$ cat src/logic/drive_ctrl_pkg.sv
// shared constants and types for the serial drive control block
package drive_ctrl_pkg;
  // register indices on the plain register port
  localparam logic [3:0] reg_ctrl   = 4'h0;
  localparam logic [3:0] reg_cmd    = 4'h1;
  localparam logic [3:0] reg_status = 4'h2;
  localparam logic [3:0] reg_event  = 4'h3;
  localparam logic [3:0] reg_mask   = 4'h4;
  localparam logic [3:0] reg_resp   = 4'h5;
  localparam logic [3:0] reg_index  = 4'h6;
  // ctrl register fields
  localparam int ctrl_head_lo  = 0;
  localparam int ctrl_drive_lo = 4;
  localparam int ctrl_wr_bit   = 8;
  localparam int ctrl_rd_bit   = 9;
  localparam int ctrl_rsp_lo   = 10;
  // event bit positions
  localparam int ev_fault   = 0;
  localparam int ev_index   = 1;
  localparam int ev_ready   = 2;
  localparam int ev_cmd     = 3;
  localparam int ev_rsp     = 4;
  localparam int ev_parity  = 5;
  localparam int ev_count   = 6;
  localparam int cmd_bits   = 16;
  localparam int rsp_max    = 16;
  // pin outputs toward the drive cable
  typedef struct packed {
    logic [3:0] head_sel;
    logic [2:0] drive_sel;
    logic       write_gate;
    logic       read_gate;
    logic       transfer_request;
    logic       command_out;
  } drive_pins_t;
endpackage : drive_ctrl_pkg

$ cat src/logic/pin_sync.sv
// two flip-flop synchroniser for a group of cable inputs
`timescale 1ns/1ps
module pin_sync #(
  parameter int width = 4
) (
  // clock and reset
  input  wire logic             clock,
  input  wire logic             rst_n,
  // pins in, synchronised out
  input  wire logic [width-1:0] pin_in,
  output logic      [width-1:0] pin_sync_out
);
  logic [width-1:0] meta_ff;
  logic [width-1:0] sync_ff;
  always_ff @(posedge clock or negedge rst_n)
  begin
    if (!rst_n)
    begin
      meta_ff <= '0;
      sync_ff <= '0;
    end
    else
    begin
      meta_ff <= pin_in;
      sync_ff <= meta_ff;
    end
  end
  assign pin_sync_out = sync_ff;
endmodule : pin_sync

$ cat src/logic/serial_handshake.sv
// four-phase bit shifter for command out and config/status in
`timescale 1ns/1ps
module serial_handshake
  import drive_ctrl_pkg::*;
#(
  parameter int width = 16
) (
  // clock and reset
  input  wire logic             clock,
  input  wire logic             rst_n,
  // request
  input  wire logic             start,
  input  wire logic             dir_in,
  input  wire logic [4:0]       rsp_len,
  input  wire logic [width-1:0] cmd_word,
  // synchronised drive side
  input  wire logic             ack_s,
  input  wire logic             data_in_s,
  // drive side outputs
  output logic                  req_out,
  output logic                  data_out,
  // result
  output logic                  busy,
  output logic                  done,
  output logic                  parity_err,
  output logic      [width-1:0] rsp_word
);
  typedef enum logic [1:0] {
    st_idle = 2'b00,
    st_req  = 2'b01,
    st_wait = 2'b10
  } hs_state_t;
  hs_state_t        state_ff;
  logic [width:0]   shift_ff;
  logic [4:0]       cnt_ff;
  logic [4:0]       total_ff;
  logic             dir_ff;
  logic             req_ff;
  logic             done_ff;
  logic             perr_ff;
  logic [width-1:0] rsp_ff;
  logic             par_ff;
  wire  last_bit   = (cnt_ff == total_ff);
  // odd parity over data bits
  wire  cmd_parity = ~^cmd_word;
  always_ff @(posedge clock or negedge rst_n)
  begin
    if (!rst_n)
    begin
      state_ff <= st_idle;
      shift_ff <= '0;
      cnt_ff   <= '0;
      total_ff <= '0;
      dir_ff   <= 1'b0;
      req_ff   <= 1'b0;
      done_ff  <= 1'b0;
      perr_ff  <= 1'b0;
      rsp_ff   <= '0;
      par_ff   <= 1'b0;
    end
    else
    begin
      done_ff <= 1'b0;
      unique case (state_ff)
        st_idle:
        begin
          if (start && !ack_s)
          begin
            dir_ff   <= dir_in;
            shift_ff <= {cmd_parity, cmd_word}; // [RULE_10]
            total_ff <= dir_in ? rsp_len : 5'(cmd_bits);
            cnt_ff   <= '0;
            par_ff   <= 1'b1;
            rsp_ff   <= '0;
            req_ff   <= 1'b1;
            state_ff <= st_req;
          end
        end
        st_req:
        begin
          // drop request once the drive acknowledges the bit
          if (ack_s)
          begin
            req_ff <= 1'b0; // [RULE_13]
            if (dir_ff && !last_bit)
            begin
              rsp_ff <= {data_in_s, rsp_ff[width-1:1]};
              par_ff <= par_ff ^ data_in_s;
            end
            if (dir_ff && last_bit)
              perr_ff <= (par_ff ^ data_in_s) != 1'b0; // [RULE_11]
            state_ff <= st_wait;
          end
        end
        st_wait:
        begin
          // next bit only after acknowledge falls
          if (!ack_s)
          begin
            if (last_bit)
            begin
              done_ff  <= 1'b1;
              state_ff <= st_idle;
            end
            else
            begin
              cnt_ff   <= cnt_ff + 5'd1;
              shift_ff <= {1'b0, shift_ff[width:1]};
              req_ff   <= 1'b1; // [RULE_12]
              state_ff <= st_req;
            end
          end
        end
        default:
          state_ff <= st_idle;
      endcase
    end
  end
  assign req_out    = req_ff;
  assign data_out   = shift_ff[0] & ~dir_ff;
  assign busy       = (state_ff != st_idle);
  assign done       = done_ff;
  assign parity_err = perr_ff;
  assign rsp_word   = rsp_ff;
endmodule : serial_handshake

$ cat src/logic/drive_ctrl.sv
// serial drive control: selects, gates, status and serial transfers
// Behaviour
// RULE_01: drives are controlled only by the serial control protocol with handshaken bits; the code also drives select and gate lines in parallel.
// RULE_02: all outputs go to every drive, so the drive-select code names who responds.
// RULE_03: four binary head-select outputs choose one of 16 heads.
// RULE_04: three drive-select outputs carry an encoded drive number, not one-hot lines.
// RULE_05: write gate is high only while writing and falls as soon as fault attention is seen.
// RULE_06: read gate is high only while a read is wanted.
// RULE_07: the attention input is treated as a drive fault.
// RULE_08: index pulses mark track start and count revolutions for retry timeouts.
// RULE_09: drive ready decides whether the drive may be operated.
// RULE_10: a command goes out as 16 bits then one parity bit.
// RULE_11: config/status comes back serially ending with a parity bit.
// RULE_12: every serial bit is paced by transfer request and transfer acknowledge.
// RULE_13: each bit is a four-phase exchange of request and acknowledge.
//
// Implementation choices: the strobed register port and the placing of the registers.
`timescale 1ns/1ps
module drive_ctrl
  import drive_ctrl_pkg::*;
(
  // clock and reset
  input  wire logic                       clock,
  input  wire logic                       reset_n,
  // register port
  input  wire logic [3:0]                 reg_addr,
  input  wire logic [15:0]                reg_wdata,
  input  wire logic                       reg_write,
  input  wire logic                       reg_read,
  output logic      [15:0]                reg_rdata,
  // interrupt
  output logic                            irq,
  // drive control cable outputs
  output logic                            head_sel_bit0,
  output logic                            head_sel_bit1,
  output logic                            head_sel_bit2,
  output logic                            head_sel_bit3,
  output logic                            drive_sel_code_bit1,
  output logic                            drive_sel_code_bit2,
  output logic                            drive_sel_code_bit3,
  output logic                            write_gate,
  output logic                            read_gate,
  output logic                            transfer_request,
  output logic                            command_out,
  // drive control cable inputs
  input  wire logic                       config_status_serial_in,
  input  wire logic                       transfer_acknowledge,
  input  wire logic                       drive_fault_attention,
  input  wire logic                       drive_ready_in,
  input  wire logic                       index_pulse
);
  import drive_ctrl_pkg::*;

  logic [1:0] rst_sync_ff;
  wire        rst_n = rst_sync_ff[1];
  always_ff @(posedge clock or negedge reset_n)
  begin
    if (!reset_n)
      rst_sync_ff <= 2'b00;
    else
      rst_sync_ff <= {rst_sync_ff[0], 1'b1};
  end

  // cable inputs are asynchronous to our clock
  logic [4:0] pins_s;
  pin_sync #(
    .width (5)
  ) u_sync (
    .clock        (clock),
    .rst_n        (rst_n),
    .pin_in       ({index_pulse, drive_ready_in, drive_fault_attention,
                    transfer_acknowledge, config_status_serial_in}),
    .pin_sync_out (pins_s)
  );
  wire csd_s   = pins_s[0];
  wire ack_s   = pins_s[1];
  wire fault_s = pins_s[2]; // [RULE_07]
  wire ready_s = pins_s[3]; // [RULE_09]
  wire index_s = pins_s[4];

  // registers
  logic [15:0]         ctrl_ff;
  logic [15:0]         cmd_ff;
  logic [ev_count-1:0] event_ff;
  logic [ev_count-1:0] mask_ff;
  logic [15:0]         rdata_ff;
  logic [15:0]         rev_cnt_ff;
  logic                index_d_ff;
  logic                ready_d_ff;
  logic                fault_d_ff;
  logic                busy_d_ff;
  logic                start_ff;
  logic                dir_ff;

  // register decode
  wire wr_ctrl   = reg_write && (reg_addr == reg_ctrl);
  wire wr_cmd    = reg_write && (reg_addr == reg_cmd);
  wire wr_mask   = reg_write && (reg_addr == reg_mask);
  wire wr_index  = reg_write && (reg_addr == reg_index);
  wire rd_event  = reg_read  && (reg_addr == reg_event);

  // serial engine
  logic        hs_busy;
  logic        hs_done;
  logic        hs_perr;
  logic [15:0] hs_rsp;
  logic        hs_req;
  logic        hs_data;
  serial_handshake #(
    .width (cmd_bits)
  ) u_serial (
    .clock      (clock),
    .rst_n      (rst_n),
    .start      (start_ff),
    .dir_in     (dir_ff),
    .rsp_len    (ctrl_ff[ctrl_rsp_lo +: 5]),
    .cmd_word   (cmd_ff),
    .ack_s      (ack_s),
    .data_in_s  (csd_s),
    .req_out    (hs_req),
    .data_out   (hs_data),
    .busy       (hs_busy),
    .done       (hs_done),
    .parity_err (hs_perr),
    .rsp_word   (hs_rsp)
  );

  // a write to the command register starts an outgoing command when idle and ready; a write to
  // the index register with bit 0 set (idle and ready) starts a config/status read instead
  wire start_cmd = wr_cmd && !hs_busy && ready_s; // [RULE_09]
  wire start_rsp = wr_index && reg_wdata[0] && !hs_busy && ready_s;

  always_ff @(posedge clock or negedge rst_n)
  begin
    if (!rst_n)
    begin
      cmd_ff   <= '0;
      start_ff <= 1'b0;
      dir_ff   <= 1'b0;
    end
    else
    begin
      start_ff <= start_cmd || start_rsp; // [RULE_01]
      if (start_cmd)
        cmd_ff <= reg_wdata;
      if (start_cmd || start_rsp)
        dir_ff <= start_rsp;
    end
  end

  // control register; write gate bit is cleared by hardware on fault
  wire fault_rise = fault_s && !fault_d_ff;
  logic [15:0] nxt_ctrl;
  assign nxt_ctrl = wr_ctrl ? reg_wdata : ctrl_ff;
  always_ff @(posedge clock or negedge rst_n)
  begin
    if (!rst_n)
      ctrl_ff <= '0;
    else
    begin
      ctrl_ff <= nxt_ctrl;
      if (fault_s)
        ctrl_ff[ctrl_wr_bit] <= 1'b0; // [RULE_05]
    end
  end

  // revolution counter for retry timeouts; cleared by any index write
  wire index_rise = index_s && !index_d_ff;
  always_ff @(posedge clock or negedge rst_n)
  begin
    if (!rst_n)
    begin
      rev_cnt_ff <= '0;
      index_d_ff <= 1'b0;
      ready_d_ff <= 1'b0;
      fault_d_ff <= 1'b0;
      busy_d_ff  <= 1'b0;
    end
    else
    begin
      index_d_ff <= index_s;
      ready_d_ff <= ready_s;
      fault_d_ff <= fault_s;
      busy_d_ff  <= hs_busy;
      if (wr_index)
        rev_cnt_ff <= '0;
      else if (index_rise)
        rev_cnt_ff <= rev_cnt_ff + 16'h0001; // [RULE_08]
    end
  end

  // sticky events: set wins over the clearing read
  logic [ev_count-1:0] ev_set;
  assign ev_set[ev_fault]  = fault_rise; // [RULE_07]
  assign ev_set[ev_index]  = index_rise; // [RULE_08]
  assign ev_set[ev_ready]  = ready_s != ready_d_ff;
  assign ev_set[ev_cmd]    = hs_done && !dir_ff;
  assign ev_set[ev_rsp]    = hs_done && dir_ff;
  assign ev_set[ev_parity] = hs_done && dir_ff && hs_perr; // [RULE_11]
  always_ff @(posedge clock or negedge rst_n)
  begin
    if (!rst_n)
    begin
      event_ff <= '0;
      mask_ff  <= '0;
    end
    else
    begin
      event_ff <= (rd_event ? '0 : event_ff) | ev_set;
      if (wr_mask)
        mask_ff <= reg_wdata[ev_count-1:0];
    end
  end
  assign irq = |(event_ff & mask_ff);

  // read data, one cycle after the strobe
  wire [15:0] status_word = {10'h000, hs_busy, busy_d_ff, index_s,
                             ready_s, fault_s, write_gate};
  logic [15:0] rd_mux;
  always_comb
  begin
    unique case (reg_addr)
      reg_ctrl:   rd_mux = ctrl_ff;
      reg_cmd:    rd_mux = cmd_ff;
      reg_status: rd_mux = status_word;
      reg_event:  rd_mux = {{(16-ev_count){1'b0}}, event_ff};
      reg_mask:   rd_mux = {{(16-ev_count){1'b0}}, mask_ff};
      reg_resp:   rd_mux = hs_rsp;
      reg_index:  rd_mux = rev_cnt_ff;
      default:    rd_mux = 16'h0000;
    endcase
  end
  always_ff @(posedge clock or negedge rst_n)
  begin
    if (!rst_n)
      rdata_ff <= '0;
    else if (reg_read)
      rdata_ff <= rd_mux;
    else
      rdata_ff <= '0;
  end
  assign reg_rdata = rdata_ff;

  // cable outputs; shared by all drives, so the select code names the target
  drive_pins_t pins;
  assign pins.head_sel         = ctrl_ff[ctrl_head_lo +: 4]; // [RULE_03]
  assign pins.drive_sel        = ctrl_ff[ctrl_drive_lo +: 3]; // [RULE_04] [RULE_02]
  assign pins.write_gate       = ctrl_ff[ctrl_wr_bit] && !fault_s && ready_s; // [RULE_05]
  assign pins.read_gate        = ctrl_ff[ctrl_rd_bit] && !ctrl_ff[ctrl_wr_bit]; // [RULE_06]
  assign pins.transfer_request = hs_req; // [RULE_12]
  assign pins.command_out      = hs_data;

  assign head_sel_bit0       = pins.head_sel[0];
  assign head_sel_bit1       = pins.head_sel[1];
  assign head_sel_bit2       = pins.head_sel[2];
  assign head_sel_bit3       = pins.head_sel[3];
  assign drive_sel_code_bit1 = pins.drive_sel[0];
  assign drive_sel_code_bit2 = pins.drive_sel[1];
  assign drive_sel_code_bit3 = pins.drive_sel[2];
  assign write_gate          = pins.write_gate;
  assign read_gate           = pins.read_gate;
  assign transfer_request    = pins.transfer_request;
  assign command_out         = pins.command_out;
endmodule : drive_ctrl

$ cat config.mk
export PLATFORM = sky130hd
export DESIGN_NAME = drive_ctrl
export DESIGN_NICKNAME = d
export VERILOG_FILES = /design/src/logic/drive_ctrl_pkg.sv /design/src/logic/pin_sync.sv /design/src/logic/serial_handshake.sv /design/src/logic/drive_ctrl.sv
export SDC_FILE = /design/constraint.sdc
export NUM_CORES = 1
export LEC_CHECK = 0
export BUFFER_PORTS_ARGS = -buffer_cell sky130_fd_sc_hd__buf_2
export CAP_MARGIN = 20
export CORE_MARGIN = 2
export CORE_UTILIZATION = 35
export DETAILED_ROUTE_END_ITERATION = 16
export GPL_ROUTABILITY_DRIVEN = 0
export SLEW_MARGIN = 40
export SYNTH_ARGS = -nofsm -noshare
export SYNTH_HDL_FRONTEND = slang
export SYNTH_SLANG_ARGS = --single-unit
$ cat constraint.sdc
create_clock -name clock -period 5.2 [get_ports clock]
set_input_delay 0 -clock clock [delete_from_list [all_inputs] [get_ports clock]]
set_output_delay 0 -clock clock [all_outputs]
set_load 0.02 [all_outputs]
[Word level (Yosys, flattened, before mapping)]
Cells that the tools add are included.
Storage, ports and cells
  bits in registers: 144
  input port bits: 29
  output and inout port bits: 28
  logic and storage cells: 130
Operators by class
  $add $sub $neg: 2
  equality and inequality tests: 15
  muxes and demuxes: 36
  bitwise operators: 5
  reduce and logical (&&, ||, !) cells: 46
Operators with widths (count)
  one-hot mux 16 bit (7 select lines): 1
  two-way mux 16 bit: 6
  two-way mux 17 bit: 3
  one-hot mux 17 bit (2 select lines): 1
  one-hot mux 16 bit (2 select lines): 1
  logical AND 1 bit: 21
  two-way mux 5 bit: 4
  adder 16 x 1 -> 16 bit, second input constant: 1
  XNOR reduction 16 bit: 1
  == test 4 x 3 -> 1 bit, second input constant: 3
  two-way mux 1 bit: 11
  one-hot mux 5 bit (2 select lines): 1
  nonzero test 2 bit: 5
  two-way mux 9 bit: 1
  == test 4 x 2 -> 1 bit, second input constant: 2
  logical NOT 1 bit: 8
  AND reduction 4 bit: 2
  bitwise AND 6 bit: 1
  two-way mux 2 bit: 3
  two-way mux 6 bit: 1
  != test 2 bit, second input constant: 3
  bitwise OR 6 bit: 1
  one-hot mux 2 bit (3 select lines): 1
  AND reduction 3 bit: 2
  other kinds (19): 20

[Logic depth before layout (Yosys ltp)]
  depth after elaboration: 6
  depth in mapped cells: 7
  gate-level depth less buffers: 6

[By module]
A second synthesis with hierarchy kept.
Second synthesis, totals
  cells, all modules: 597
  area total of the unflattened synthesis: 6533.8 um^2
By module, submodules not included
  drive_ctrl: instances 1, cells an instance 323, area an instance 3868.7 um^2, seq. area each 2102.0 um^2
  serial_handshake: instances 1, cells an instance 264, area an instance 2414.8 um^2, seq. area each 1251.2 um^2
  pin_sync: instances 1, cells an instance 10, area an instance 250.2 um^2, seq. area each 250.2 um^2

[Worst setup path after synthesis]
OpenSTA, ideal clock, no wires.
  path type: register to register
  start: register u_serial.cnt_ff[1]
  end: register u_serial.rsp_ff[15] (netlist: u_serial.rsp_word[15])
  library setup time: 0.125 ns
  arrival time: 1.547 ns
  data required time: 5.075 ns
  slack: 3.529 ns
  cell stages (with the launch flop): 6
  path buffers: 0
  clock period less this slack: 1.671 ns
  path through: dfrtp_1 xor2_1 nor3_4 a21oi_2 nor2_2 mux2_2
On the way
  word-level cells in the longest chain between the ends: 5
RTL lines
  start, declared: line serial_handshake.sv:35  | logic [4:0] cnt_ff;
  start signal, assigned: line serial_handshake.sv:107  | cnt_ff <= cnt_ff + 5'd1;
  == test 5 bit: line serial_handshake.sv:43  | wire last_bit = (cnt_ff == total_ff);
  logical NOT 1 bit: line serial_handshake.sv:85  | if (dir_ff && !last_bit)
  logical AND 1 bit: line serial_handshake.sv:85
  != test 2 x 1 -> 1 bit (no source line)
  AND reduction 4 bit (no source line)
  end signal, assigned: line serial_handshake.sv:87  | rsp_ff <= {data_in_s, rsp_ff[width-1:1]};
  end, declared: line serial_handshake.sv:41  | logic [width-1:0] rsp_ff;
No other way between the ends.
A chain may end at the register's enable or synchronous reset.

[Worst setup path in the final report]
  start: register u_serial.state_ff[0]
  end: register u_serial.shift_ff[10]
On the way
  word-level cells in the longest chain between the ends: 3
  elaborated cells on any way between the ends: 8
  those cells by class: 4 x eq/ne; 1 x mux; 3 x reduce/logical
RTL lines
  start, declared: line serial_handshake.sv:33  | hs_state_t state_ff;
  start signal, assigned: line serial_handshake.sv:50  | state_ff <= st_idle;
  start signal, assigned: line serial_handshake.sv:76  | state_ff <= st_req;
  start signal, assigned: line serial_handshake.sv:92  | state_ff <= st_wait;
  == test 2 bit / logical NOT 2 bit (equally long branches): line serial_handshake.sv:64  | unique case (state_ff)
  != test 2 bit (no source line), or another cell as far along
  AND reduction 4 bit (no source line)
  end signal, assigned: line serial_handshake.sv:70  | shift_ff <= {cmd_parity, cmd_word};
  end signal, assigned: line serial_handshake.sv:108  | shift_ff <= {1'b0, shift_ff[width:1]};
  end, declared: line serial_handshake.sv:34  | logic [width:0] shift_ff;
Several ways; a longest one is shown, not always the timed one.

==> flow_summary.json <==
{
  "outcome": "completed",
  "netlist.top_cell.by_area": "dfrtp_1",
  "avgViaCountPerCell": 5.44,
  "synthesized_instance_count": 584,
  "die_w_um": 141,
  "synth-edff-count": 0,
  "worst_pin_slew_ns": 0.822,
  "ys_top_cells_by_area": "dfrtp_1, mux2_2, nand2_1, a22oi_1, xnor2_1",
  "arrival_ns": 3.09,
  "synth.yosys.warnings": 0,
  "core-area_um2": 18100,
  "postRouteAntennaNets": 0,
  "design.final.nets": 688,
  "drc": 0,
  "number_of_clock_buffers_inserted_by_tritoncts": 17,
  "antenna_found_initial": 0,
  "timing.critical_path.buf_inv": 1,
  "track_usage_pct": 17.5,
  "final_period_minus_worst_setup_slack_ns": 2.84,
  "hold_path.class": "input port to flip-flop",
  "cts_max_level": 4,
  "dieArea_um2": 19800,
  "postRouteWirelength_um": 16600,
  "post_synth_instance_area_um2": 6530,
  "async_set_or_reset_register_ratio_after_synthesis_pct": 100,
  "drtIter0Drc": 433,
  "critPathTopFamily": "simple AND/OR/NAND/NOR gates",
  "syn-mean-instance-area_um2": 11.2,
  "tritoncts": "yes",
  "drv_cap": 0,
  "drive_above_1_share_pct": 24.2,
  "grt_overflow": 0,
  "synth.distinct_cells": 55,
  "total_nets_after_synthesis": 615,
  "place.detailed.hpwl_um": 11400,
  "critical_setup_path_class": "flip-flop to flip-flop",
  "worstSkewPairLatency_ns": 0.42,
  "wl_cell_um": 18.4,
  "worstPathRequired_ns": 5.45,
  "routed_via_count": 4881,
  "antenna_diodes": 0,
  "hp-start": "reg_addr[3]",
  "floorplan.io_pins": 57,
  "synthTopCellsByCount": "dfrtp_1, nand2_1, mux2_2, nor2_1, a22oi_1",
  "timing.slew.headroom_pct": 45.2,
  "rsz0062_at_grt": "no",
  "grt_start_max_net_pins": 57,
  "ys_seq_area_share_pct": 55.2,
  "areaGrowthSynthToFinish_pct": 20.3,
  "cts_buffer_depth": 2,
  "clock-sinks": 144,
  "min_period_over_period_pct": 54.6,
  "post-route-worst-setup-slack_ns": 2.36,
  "core.rowCount": 49,
  "power.leakage_nw": 3.44,
  "grt_first_pass_wirelength_um": 26700,
  "cts.repair_timing.setup_buffer_count": 0,
  "worstSetupStartpointType": "flip-flop",
  "crit_path_start": "u_serial.state_ff[0]",
  "finalClockSkew_ns": 0.00498,
  "power-per-cell-area_nw_per_um2": 482,
  "setup.worst_path.end_class": "flip-flop",
  "critical_path.max_stage_delay_ns": 0.65,
  "worst_setup_hold_path_clk_slew_ns": 0.06,
  "i_o_buffers": 56,
  "synth_largest_type_area_fraction_pct": 55.2,
  "vias_in_the_first_global_route": 4801,
  "cts_resized": 0,
  "finalSetupTns_ns": 0,
  "pre_cts_ws_ns": 2.43,
  "cpMaxStageDelayCell": "nand2b_1",
  "initial_core_util_pct": 36.0,
  "finalSetupViolations": 0,
  "crit_chain": "nand2b_1, a211oi_2, buf_4, or2_1, a31oi_1",
  "cts_root_buffer": "clkbuf_16",
  "drt-pass1-iter-count": 5,
  "synth-seq-cells": 144,
  "synthFlopType": "dfrtp_1",
  "hold_violations": 0,
  "hold_buffers": 24,
  "die-height_um": 141,
  "critical_path.reg2reg.startpoint": "u_serial.state_ff[0]",
  "critical_path_peak_fanout": 23,
  "synth.most_common_cell": "dfrtp_1",
  "ir_worst_vdd_mv": 0.271,
  "fmax_ghz": 0.352,
  "slew_violations": 0
}
kinds of logic (layout without fill, tap and decap cells):
logic type | count (synthesis) | in the layout | synth area share, %
simple gates | 198 | 198 | 15.4
flops | 144 | 144 | 55.2
compound gates | 118 | 118 | 12.8
mux | 46 | 46 | 8.05
buf+inv | 39 | 124 | 3.18
xor+xnor | 36 | 36 | 4.83
fa+ha+maj | 2 | 2 | 0.383
other cells | 1 | 1 | 0.0574
placed cells by master (no fill, tap or decap), drive strengths merged, types with 8 or more instances in the layout:
cell type	n
buf	60
nor3	24
xnor2	19
mux2	42
dlygate4sd3	24
a22o	9
dfrtp	144
inv	8
nor2	33
xor2	17
a21bo	15
nand2	68
a21oi	25
nor2b	8
o21ai	12
a22oi	26
nand3	23
clkbuf	27
nand4	19
a31oi	17
routing by layer:
metal / part of all wire (%) / global-route usage (%)
met5: 0 / 0
met4: 1.1 / 5.42
met3: 6.4 / 4.24
met2: 46 / 26.4
met1: 47 / 25.1
area by class of cell:
type / count / area (um2)
Fill cell: 1679 / 10300
Sequential cell: 144 / 3610
Multi-Input combinational cell: 401 / 2730
Timing Repair Buffer: 84 / 551
Clock buffer: 27 / 523
Tap cell: 229 / 287
Clock inverter: 4 / 120
Inverter: 9 / 33.8
final timing paths:
path                                         end  slack (ns)  cells after the start
max                        u_serial.shift_ff[10]        2.36                      5
min                                 reg_rdata[1]        0.07                      3
max reg2reg                u_serial.shift_ff[10]        2.36                      5
min reg2reg                           ctrl_ff[5]        0.28                      0
max in group asynchronous   u_serial.rsp_word[3]        3.82                      1
min in group asynchronous             ctrl_ff[5]        0.28                      0
power by group:
part | total (mW) | internal (mW) | switching [mW]
clock | 1.32 | 0.878 | 0.442
combinational | 0.777 | 0.384 | 0.393
sequential | 1.69 | 1.39 | 0.295
registers in the layout (all words and copies together), names as in the netlist, 2 cells and up:
| register | cells |
|---|---|
| u_serial.shift_ff | 17 |
| cmd_ff | 16 |
| ctrl_ff | 16 |
| reg_rdata | 16 |
| rev_cnt_ff | 16 |
| u_serial.rsp_word | 16 |
| event_ff | 6 |
| mask_ff | 6 |
| u_serial.cnt_ff | 5 |
| u_serial.total_ff | 5 |
| u_sync.meta_ff | 5 |
| u_sync.pin_sync_out | 5 |
| rst_sync_ff | 2 |
| u_serial.state_ff | 2 |
worst reg2reg max path, cell delays in order (launching register included):
cell and delay (ns):
dfrtp_1 0.63, nand2b_1 0.66, a211oi_2 0.35, buf_4 0.29, or2_1 0.57, a31oi_1 0.19
stage by stage:
| step | instances | power, mW | util, % | instance area [um2] | hold slack, ns |
|---|---|---|---|---|---|
| 2_1_floorplan | 584 | 2.20 | - | 6530 | -0.296 |
| 3_3_place_gp | 843 | 2.42 | 38.3 | 6950 | -0.214 |
| 6_report | 898 | 3.78 | 43.3 | 7850 | 0.0716 |
| 3_5_place_dp | 843 | 2.45 | 38.4 | 6960 | -0.213 |
| 4_1_cts | 898 | 3.81 | 43.2 | 7850 | 0.0433 |
| 5_1_grt | 898 | 3.97 | 43.3 | 7850 | 0.0770 |
(Power assumes the default switching activity.)
